**src/hw/dor_defines.svh**
```systemverilog
// constants for the digital output routing block
`ifndef DOR_DEFINES_SVH
`define DOR_DEFINES_SVH

`define DOR_SRC_ONE 8'h00
`define DOR_SRC_ZERO 8'h01
`define DOR_SRC_ENC_LO 8'h02
`define DOR_SRC_ENC_HI 8'h08
`define DOR_SRC_POS_LO 8'h09
`define DOR_SRC_POS_HI 8'h0f
`define DOR_SRC_PWM 8'h10
`define DOR_SRC_PWM_INV 8'h11
`define DOR_ROUTE_OFF 16'hffff
`define DOR_ROUTE_RST 16'hffff
`define DOR_CTL_INV_BIT 7
`define DOR_FIRST_INDEX 8'h01
`define DOR_DIRECT_BASE 16
`define DOR_CLK_HZ 125000000
`define DOR_SWPWM_MAX_HZ 2000
`define DOR_OUT_MAX_HZ 500
`define DOR_HALF_CYC(f) ((`DOR_CLK_HZ + 2 * (f) - 1) / (2 * (f)))

`endif

```
**src/hw/dor_pkg.sv**
```systemverilog
// types shared by the digital output routing block
package dor_pkg;

    // one routing entry: source in the upper byte, control in the lower
    typedef struct packed {
        logic [7:0] src;
        logic [7:0] ctl;
    } dor_route_t;

    // write port of the routing table
    typedef struct packed {
        logic en;
        logic [7:0] index;
        dor_route_t data;
    } dor_wr_t;

    // pulse shaper states
    typedef enum logic [2:0] {
        DOR_IDLE = 3'b001,
        DOR_HIGH = 3'b010,
        DOR_LOW = 3'b100
    } dor_pulse_state_t;

endpackage

```
**src/hw/dor_pulse.sv**
```systemverilog
// count follower: one paced output pulse per 2**shift count increments
`timescale 1ns/1ps
`default_nettype none
module dor_pulse
    import dor_pkg::*;
#(
    parameter int HALF_CYC = 62500,
    parameter int PEND_W = 16
) (
    input wire logic clock,
    input wire logic rst,
    input wire logic ce,
    input wire logic clear,
    input wire logic [31:0] count,
    input wire logic [2:0] shift,
    output logic pulse_q
);
    logic [31:0] prev_q;
    logic [31:0] acc_q;
    logic [31:0] acc_d;
    logic [31:0] delta;
    logic [31:0] mag;
    logic [31:0] add;
    logic [PEND_W-1:0] pend_q;
    logic [PEND_W:0] pend_sum;
    logic [31:0] timer_q;
    logic take;
    dor_pulse_state_t state_q;

    // both directions of travel count as increments
    always_comb begin
        delta = count - prev_q;
        mag = delta[31] ? (32'h0 - delta) : delta;
        acc_d = acc_q + mag;
        add = acc_d >> shift;
        take = (state_q == DOR_IDLE) && (pend_q != '0);
        pend_sum = {1'b0, pend_q} + {1'b0, add[PEND_W-1:0]};
    end

    always_ff @(posedge clock) begin
        if (rst) begin
            prev_q <= 32'h0;
        end else if (ce) begin
            prev_q <= count;
        end
    end

    // remainder survives between pulses so no increment is lost
    always_ff @(posedge clock) begin
        if (rst || (ce && clear)) begin
            acc_q <= 32'h0;
            pend_q <= '0;
        end else if (ce) begin
            acc_q <= acc_d & ((32'h1 << shift) - 32'h1);
            // saturate: a burst beyond what the pending counter holds is clipped
            if (pend_sum[PEND_W] || add[31:PEND_W] != '0) begin
                pend_q <= '1;
            end else begin
                pend_q <= pend_sum[PEND_W-1:0] - PEND_W'(take);
            end
        end
    end

    // each pulse holds high and low for a least half period
    always_ff @(posedge clock) begin
        if (rst) begin
            state_q <= DOR_IDLE;
            timer_q <= 32'h0;
            pulse_q <= 1'b0;
        end else if (ce) begin
            unique case (state_q)
                DOR_IDLE: begin
                    if (take) begin
                        state_q <= DOR_HIGH;
                        timer_q <= 32'(HALF_CYC - 1);
                        pulse_q <= 1'b1;
                    end
                end
                DOR_HIGH: begin
                    if (timer_q == 32'h0) begin
                        state_q <= DOR_LOW;
                        timer_q <= 32'(HALF_CYC - 1);
                        pulse_q <= 1'b0;
                    end else begin
                        timer_q <= timer_q - 32'h1;
                    end
                end
                DOR_LOW: begin
                    if (timer_q == 32'h0) begin
                        state_q <= DOR_IDLE;
                    end else begin
                        timer_q <= timer_q - 32'h1;
                    end
                end
                default: begin
                    state_q <= DOR_IDLE;
                    pulse_q <= 1'b0;
                end
            endcase
        end
    end
endmodule
`default_nettype wire

```
**src/hw/dor_top.sv**
```systemverilog
// digital output routing: source select, control gating and pin drive
`timescale 1ns/1ps
`default_nettype none
`include "dor_defines.svh"
module dor_top
    import dor_pkg::*;
#(
    parameter int N_OUT = 3,
    parameter int SWPWM_HALF = `DOR_HALF_CYC(`DOR_SWPWM_MAX_HZ),
    parameter int OUT_HALF = `DOR_HALF_CYC(`DOR_OUT_MAX_HZ)
) (
    input wire logic clock,
    input wire logic rst,
    input wire logic ce,
    input wire dor_wr_t route_wr,
    input wire logic [7:0] route_rd_index,
    output dor_route_t route_rd_q,
    output logic route_rd_ok_q,
    input wire logic [31:0] output_control_word,
    input wire logic routing_enable,
    input wire logic [31:0] direct_polarity,
    input wire logic [31:0] direct_manual_en,
    input wire logic [31:0] direct_manual_val,
    input wire logic [31:0] enc_count,
    input wire logic [31:0] pos_actual,
    input wire logic brake_pwm,
    output logic [N_OUT-1:0] out_level_q,
    output logic [N_OUT-1:0] out_oe_q,
    output logic [31:0] out_applied_q
);
    // routing table, entry 1 (slot 0) is the software PWM output
    dor_route_t route_q [N_OUT];
    logic [N_OUT-1:0] pulse;
    logic [N_OUT-1:0] clear_q;
    logic [N_OUT-1:0] routed;
    logic [N_OUT-1:0] direct;
    logic [N_OUT-1:0] level_d;
    logic [31:0] applied_d;
    logic [7:0] wr_slot;
    logic [7:0] rd_slot;
    logic wr_hit;
    logic rd_hit;

    // table indices start at one; a bad index is ignored silently
    always_comb begin
        wr_slot = route_wr.index - `DOR_FIRST_INDEX;
        wr_hit = route_wr.en && (route_wr.index >= `DOR_FIRST_INDEX)
            && (wr_slot < 8'(N_OUT));
    end

    // a read of index 0 or past the last output is refused
    always_comb begin
        rd_slot = route_rd_index - `DOR_FIRST_INDEX;
        rd_hit = (route_rd_index >= `DOR_FIRST_INDEX)
            && (rd_slot < 8'(N_OUT));
    end

    // one slice per output: table entry, follower, gate and direct path
    genvar g;
    generate
        for (g = 0; g < N_OUT; g++) begin : gen_out
            logic is_enc;
            logic is_pos;
            logic [31:0] cnt;
            logic [2:0] shift;
            logic [4:0] ctl_bit;
            logic ctl_on;
            logic sig;
            dor_route_t r;

            // table entry: disabled until software fills it
            always_ff @(posedge clock) begin
                if (rst) begin
                    route_q[g] <= `DOR_ROUTE_RST;
                end else if (ce && wr_hit && wr_slot == 8'(g)) begin
                    route_q[g] <= route_wr.data;
                end
            end

            // divider restarts one cycle after a rewrite, once the new
            // source feeds the follower; clearing in the write cycle would
            // take the jump between two count sources as travel
            always_ff @(posedge clock) begin
                if (rst) begin
                    clear_q[g] <= 1'b0;
                end else if (ce) begin
                    clear_q[g] <= wr_hit && (wr_slot == 8'(g));
                end
            end

            always_comb begin
                r = route_q[g];
                is_enc = (r.src >= `DOR_SRC_ENC_LO)
                    && (r.src <= `DOR_SRC_ENC_HI);
                is_pos = (r.src >= `DOR_SRC_POS_LO)
                    && (r.src <= `DOR_SRC_POS_HI);
                cnt = is_pos ? pos_actual : enc_count;
                if (is_pos) begin
                    shift = 3'(r.src - `DOR_SRC_POS_LO);
                end else if (is_enc) begin
                    shift = 3'(r.src - `DOR_SRC_ENC_LO);
                end else begin
                    shift = 3'h0;
                end
            end

            // the pin limit differs between the software PWM and the rest;
            // a burst beyond 65535 pending pulses is clipped, not queued
            dor_pulse #(
                .HALF_CYC(g == 0 ? SWPWM_HALF : OUT_HALF),
                .PEND_W(16)
            ) u_pulse (
                .clock(clock),
                .rst(rst),
                .ce(ce),
                .clear(clear_q[g]),
                .count(cnt),
                .shift(shift),
                .pulse_q(pulse[g])
            );

            // gate by the control word; ctl bits 6:5 are ignored
            always_comb begin
                ctl_bit = r.ctl[4:0];
                ctl_on = output_control_word[ctl_bit]
                    ^ r.ctl[`DOR_CTL_INV_BIT];
            end

            // source choice; codes past the inverse PWM drive zero
            always_comb begin
                unique case (r.src)
                    `DOR_SRC_ONE: sig = 1'b1;
                    `DOR_SRC_ZERO: sig = 1'b0;
                    `DOR_SRC_PWM: sig = brake_pwm;
                    `DOR_SRC_PWM_INV: sig = ~brake_pwm;
                    default: begin
                        // count sources follow the paced pulse train
                        sig = (is_enc || is_pos) ? pulse[g] : 1'b0;
                    end
                endcase
                if ({r.src, r.ctl} == `DOR_ROUTE_OFF) begin
                    routed[g] = 1'b0;
                end else begin
                    routed[g] = sig & ctl_on;
                end
            end

            // direct mode: output n follows bit 15+n, software PWM bit 0
            always_comb begin
                int b;
                b = (g == 0) ? 0 : (`DOR_DIRECT_BASE + g - 1);
                if (direct_manual_en[b]) begin
                    direct[g] = direct_manual_val[b];
                end else begin
                    direct[g] = output_control_word[b] ^ direct_polarity[b];
                end
            end
        end
    endgenerate

    // routing mode overrides every direct setting while enabled;
    // outputs past bit 31 of the applied pattern are not shown there
    always_comb begin
        level_d = routing_enable ? routed : direct;
        applied_d = 32'h0;
        for (int i = 0; i < N_OUT; i++) begin
            if (i == 0) begin
                applied_d[0] = level_d[0];
            end else if (`DOR_DIRECT_BASE + i - 1 < 32) begin
                applied_d[`DOR_DIRECT_BASE + i - 1] = level_d[i];
            end
        end
    end

    // pin level register; bit 0 is the software PWM output
    always_ff @(posedge clock) begin
        if (rst) begin
            out_level_q <= '0;
        end else if (ce) begin
            out_level_q <= level_d;
        end
    end

    // pins are open drain: the driver pulls low for a logical zero,
    // so the enable is high exactly while the level is zero
    always_ff @(posedge clock) begin
        if (rst) begin
            out_oe_q <= '1;
        end else if (ce) begin
            out_oe_q <= ~level_d;
        end
    end

    // applied pattern in control word bit order, for software to read
    always_ff @(posedge clock) begin
        if (rst) begin
            out_applied_q <= 32'h0;
        end else if (ce) begin
            out_applied_q <= applied_d;
        end
    end

    // read port reports whether last cycle's index was valid
    always_ff @(posedge clock) begin
        if (rst) begin
            route_rd_ok_q <= 1'b0;
        end else if (ce) begin
            route_rd_ok_q <= rd_hit;
        end
    end

    // read data is a registered copy of the addressed entry, zero if refused
    always_ff @(posedge clock) begin
        if (rst) begin
            route_rd_q <= '0;
        end else if (ce) begin
            if (rd_hit) begin
                route_rd_q <= route_q[rd_slot[$clog2(N_OUT+1)-1:0]];
            end else begin
                route_rd_q <= '0;
            end
        end
    end
endmodule
`default_nettype wire

```
**config.mk**
```make
export PLATFORM = sky130hd
export DESIGN_NAME = dor_top
export DESIGN_NICKNAME = d
export VERILOG_FILES = /design/src/hw/dor_pkg.sv /design/src/hw/dor_pulse.sv /design/src/hw/dor_top.sv
export VERILOG_INCLUDE_DIRS = /design/src /design/src/hw
export SDC_FILE = /design/constraint.sdc
export NUM_CORES = 2
export LEC_CHECK = 0
export ABC_AREA = 0
export BUFFER_PORTS_ARGS = -buffer_cell sky130_fd_sc_hd__buf_2
export CORE_MARGIN = 10
export CORE_UTILIZATION = 30
export CTS_BUF_LIST = sky130_fd_sc_hd__clkbuf_16
export CTS_CLUSTER_DIAMETER = 200
export DETAILED_ROUTE_END_ITERATION = 8
export PLACE_DENSITY = 0.58
export SYNTH_ARGS = -nofsm -noshare
export SYNTH_HDL_FRONTEND = slang
export SYNTH_SLANG_ARGS = --single-unit
```
**constraint.sdc**
```tcl
create_clock -name clock -period 10.3 [get_ports clock]
set_clock_uncertainty 0.05 [all_clocks]
set_input_delay 2.575 -clock clock [delete_from_list [all_inputs] [get_ports clock]]
set_output_delay 2.575 -clock clock [all_outputs]
set_load 0.05 [all_outputs]
```
==> reports/qor.txt <==
Per-cell routed wire length -> 16.66 um
Critical Path RT -> 10,800 ps
WP buf/inv -> 7
Die width -> 373.4 um
Clock Power Share -> 21.7%
DR pass1 iterations -> 5
Combinational share of power -> 58.2%
Area fraction in compound gates after synthesis -> 24.00%
Initial antenna violation count -> 2
Largest net degree at the start of global routing -> 104
TritonCTS Sinks -> 422
Leak -> 20.48 nW
Final worst-path cycle share -> 97.47%
Worst setup SP type -> input port
Vias in the first global route -> 35,660
WS Path Type -> input port to register
Via-per-instance ratio -> 5.164
Clock Tree Root -> clkbuf_16
P_int -> 0.005493 W
Worst-Margin Slew -> 1317 ps
Crit-path max cell delay -> 440 ps
Area grow syn2layout -> 27.84%
I/O pins -> 285
GRT met2 Usage -> 28.47%
Port Buffer Count -> 168
Status -> finished clean
# nets final -> 6,133
CTS tree -> built
H-tree depth -> 2
Met3 Track Usage GR -> 1.949%
Drc violations -> 0
Mux cell area share after synthesis -> 7.081%
Max-Cap Viols -> 0
Sw Ratio -> 39.85%
Area of the die -> 0.1395 mm^2
Number of synthesis warnings -> 0
Placed cells -> 7,176
Initial drt markers -> 2,143
Total Power -> 0.009133 W
Synth area leaders -> dfxtp_1, ha_1, xnor2_1, a21oi_1, nor2_1
First-pass GRT wire length -> 190,900 um
VDD IR-drop max -> 0.0001523 V
Fin cells -> 7,297
Worst Path Max Fanout -> 8
Fmax -> 0.09961 GHz
Max-slew violation count -> 0
Post-Synth Simple-Gate Area -> 21.13%
Avg Synthesized Cell Area -> 7.738 um^2
Ratio of cells with drive above 1 in the final layout -> 23.49%
Most frequent cells after synthesis -> nor2_1, nand2_1, a21oi_1
Hold Crit Depth -> 2
Height of the die -> 373.4 um
Endpoints failing setup -> 0
Yosys top cell area share -> 19.98%
Clk pin slew, worst setup/hold paths -> 60 ps
Tmin final -> 10,040 ps
Post-synthesis adder-cell area fraction -> 9.796%
Cells after Synth -> 4,843
Reg2reg path depth -> 43
Global Route met1 Usage -> 21.32%
P_sw -> 0.003640 W
Via count -> 37,680
CP dominant cell by count -> buf_4
Sequential share of power -> 20.1%
Xor and xnor fraction of the mapped netlist area -> 9.061%
Flop-to-flop setup slack -> 460 ps
Top-count cell post-synth -> nor2_1
Synth Flop Type -> dfxtp_1
Hold Crit Start -> route_rd_q[12]
Synth cell types -> 96
Placer congestion estimate -> 0.9268
Std cell rows -> 129
Number of synthesized flops with an enable pin -> 48
Cell taking the most area after synthesis -> dfxtp_1
Async SR Flop Fraction -> 0%
Worst Setup End Kind -> register
Cell Pwr Density -> 190.6 mW/mm^2
Slew HR -> 12.21%
Top delay family on crit path -> compound AO/OA/AOI/OAI gates
Main combinational cell family by area after synthesis -> compound AO/OA/AOI/OAI gates
Clock Path Buffers -> 3
GRT Util Overall -> 16.39%
Post-Syn Area -> 0.03748 mm^2
Busiest layer in global routing -> met2
Min-Delay Endpoint -> route_rd_q[12]
Final WL -> 121,600 um
Hold Crit Class -> register to register
Worst endpoint data arrival time -> 10,540 ps
Worst path slowest cell -> or4_4
Remaining antenna violation count -> 0
Worst r2r dst -> gen_out[2].u_pulse.pend_q[0]
Num CTS Buffers -> 53
Initial core utilization -> 30.23%
#FFs+latches synth -> 422
Clock Latency Late Sink -> 660 ps
Final Hold Fails -> 0
Reg2reg start -> route_q[2][9]
Grt total ovfl -> 0
Core ar. -> 0.1240 mm^2
Final HPWL from detailed placement -> 95,570 um
Sequential-to-total area share from yosys stat -> 23.82%
-- cell type report --
class,instances,area (um^2)
fill,12840,76050
antenna,2,5.005
multi-input combinational,3981,27450
tap,1637,2048
clock buffer,53,1326
sequential,422,8929
clock inverter,45,494.2
inverter,206,780.7
timing repair buffer,951,6875
-- metrics by stage --
stage	util [%]	hold WS [ps]	TNS, ps	setup slack (ps)	instance area (um^2)
5_1_grt	38.65	427.8	-538.0	-34.51	47910
3_3_place_gp	36.54	382.8	-39790	-1060	45290
6_report	38.65	393.8	0	260.7	47910
4_1_cts	38.03	400.8	0	0.6928	47150
2_1_floorplan	-	386.0	0	1.092	37660
3_5_place_dp	36.54	388.4	-43910	-1136	45290
-- kinds of logic after synthesis --
family / count (synthesis)
AND/OR/NAND/NOR: 1641
AO/OA/AOI/OAI: 1403
buffers and inverters: 468
flip-flops: 422
XOR/XNOR: 383
adder cells (fa/ha/maj): 288
multiplexers: 237
other: 1
-- power by group through the flow --
stage	logic [W]	registers, W	clock network (W)
floorplan	0.00308	0.00184	0
global placement	0.00507	0.00187	0
detailed placement	0.00512	0.00187	0
CTS	0.00515	0.00183	0.00204
global route	0.00587	0.00185	0.00210
finish	0.00531	0.00183	0.00199
-- repair_timing --
action,4_1_cts,5_1_grt
pin swaps,0,55
gates resized for setup,7,122
hold buffers,0,0
cloned,0,3
buffers inserted,0,18
setup endpoints to repair,48,48
-- metal layers --
metal	share of wire, %	wire length (um)
met1	46	55910
met2	48	57900
met3	4.1	4943
met4	2.3	2818
met5	0	0
-- sequential cells by signal, indices dropped and copies added (netlist names) --
| name | count |
|---|---|
| gen_out.u_pulse.acc_q | 96 |
| gen_out.u_pulse.prev_q | 96 |
| gen_out.u_pulse.timer_q | 96 |
| gen_out.u_pulse.pend_q | 48 |
| route_q | 48 |
| route_rd_q | 16 |
| gen_out.u_pulse.state_q | 9 |
| clear_q | 3 |
| gen_out.u_pulse.pulse_q | 3 |
| out_applied_q | 3 |
| out_oe_q | 3 |
| route_rd_ok_q | 1 |
-- worst max path at each step --
stage / from / end / slack [ps] / depth (start not counted)
global placement: enc_count[1] / gen_out[1].u_pulse.pend_q[6] / -1060 / 38
detailed placement: enc_count[1] / gen_out[1].u_pulse.pend_q[6] / -1140 / 39
finish: pos_actual[1] / gen_out[0].u_pulse.pend_q[0] / 260 / 43
CTS: enc_count[1] / gen_out[0].u_pulse.pend_q[0] / 0.7 / 40
global route: route_q[2][9] / gen_out[2].u_pulse.pend_q[12] / -30 / 44
floorplan: enc_count[8] / gen_out[0].u_pulse.pend_q[14] / 1 / 38
-- placed cells by master (no fill, tap or decap), types with 16 or more instances in the layout --
master,instances
buf_4,772
nor2_1,496
nand2_1,416
a21oi_1,387
dfxtp_1,374
o21ai_0,288
ha_1,270
xnor2_1,249
inv_1,216
buf_2,166
a211oi_1,141
xor2_1,116
nor3_1,112
mux2i_1,110
mux2_2,105
nand3_1,94
nand2b_1,91
a21o_1,82
or3_1,66
and2_1,60
clkbuf_16,56
nand4_1,54
nor4_1,53
o21a_1,48
edfxtp_1,48
a31oi_1,46
o211ai_1,45
nor2b_1,37
a22oi_1,36
o21bai_1,33
and3_1,30
conb_1,29
a21oi_2,21
or4_1,19
o221ai_1,18
a211o_1,18
o31ai_1,18
nand3b_1,17
o21ai_1,17
o22ai_1,16
-- worst min-delay path: cells and delay by family (launching register included) --
family,cells,cell delay (ps)
AOI/OAI and AO/OA,1,50
DFF,1,320
and+or+nand+nor,1,40
No activity file was read; power rests on OpenSTA's default activity.
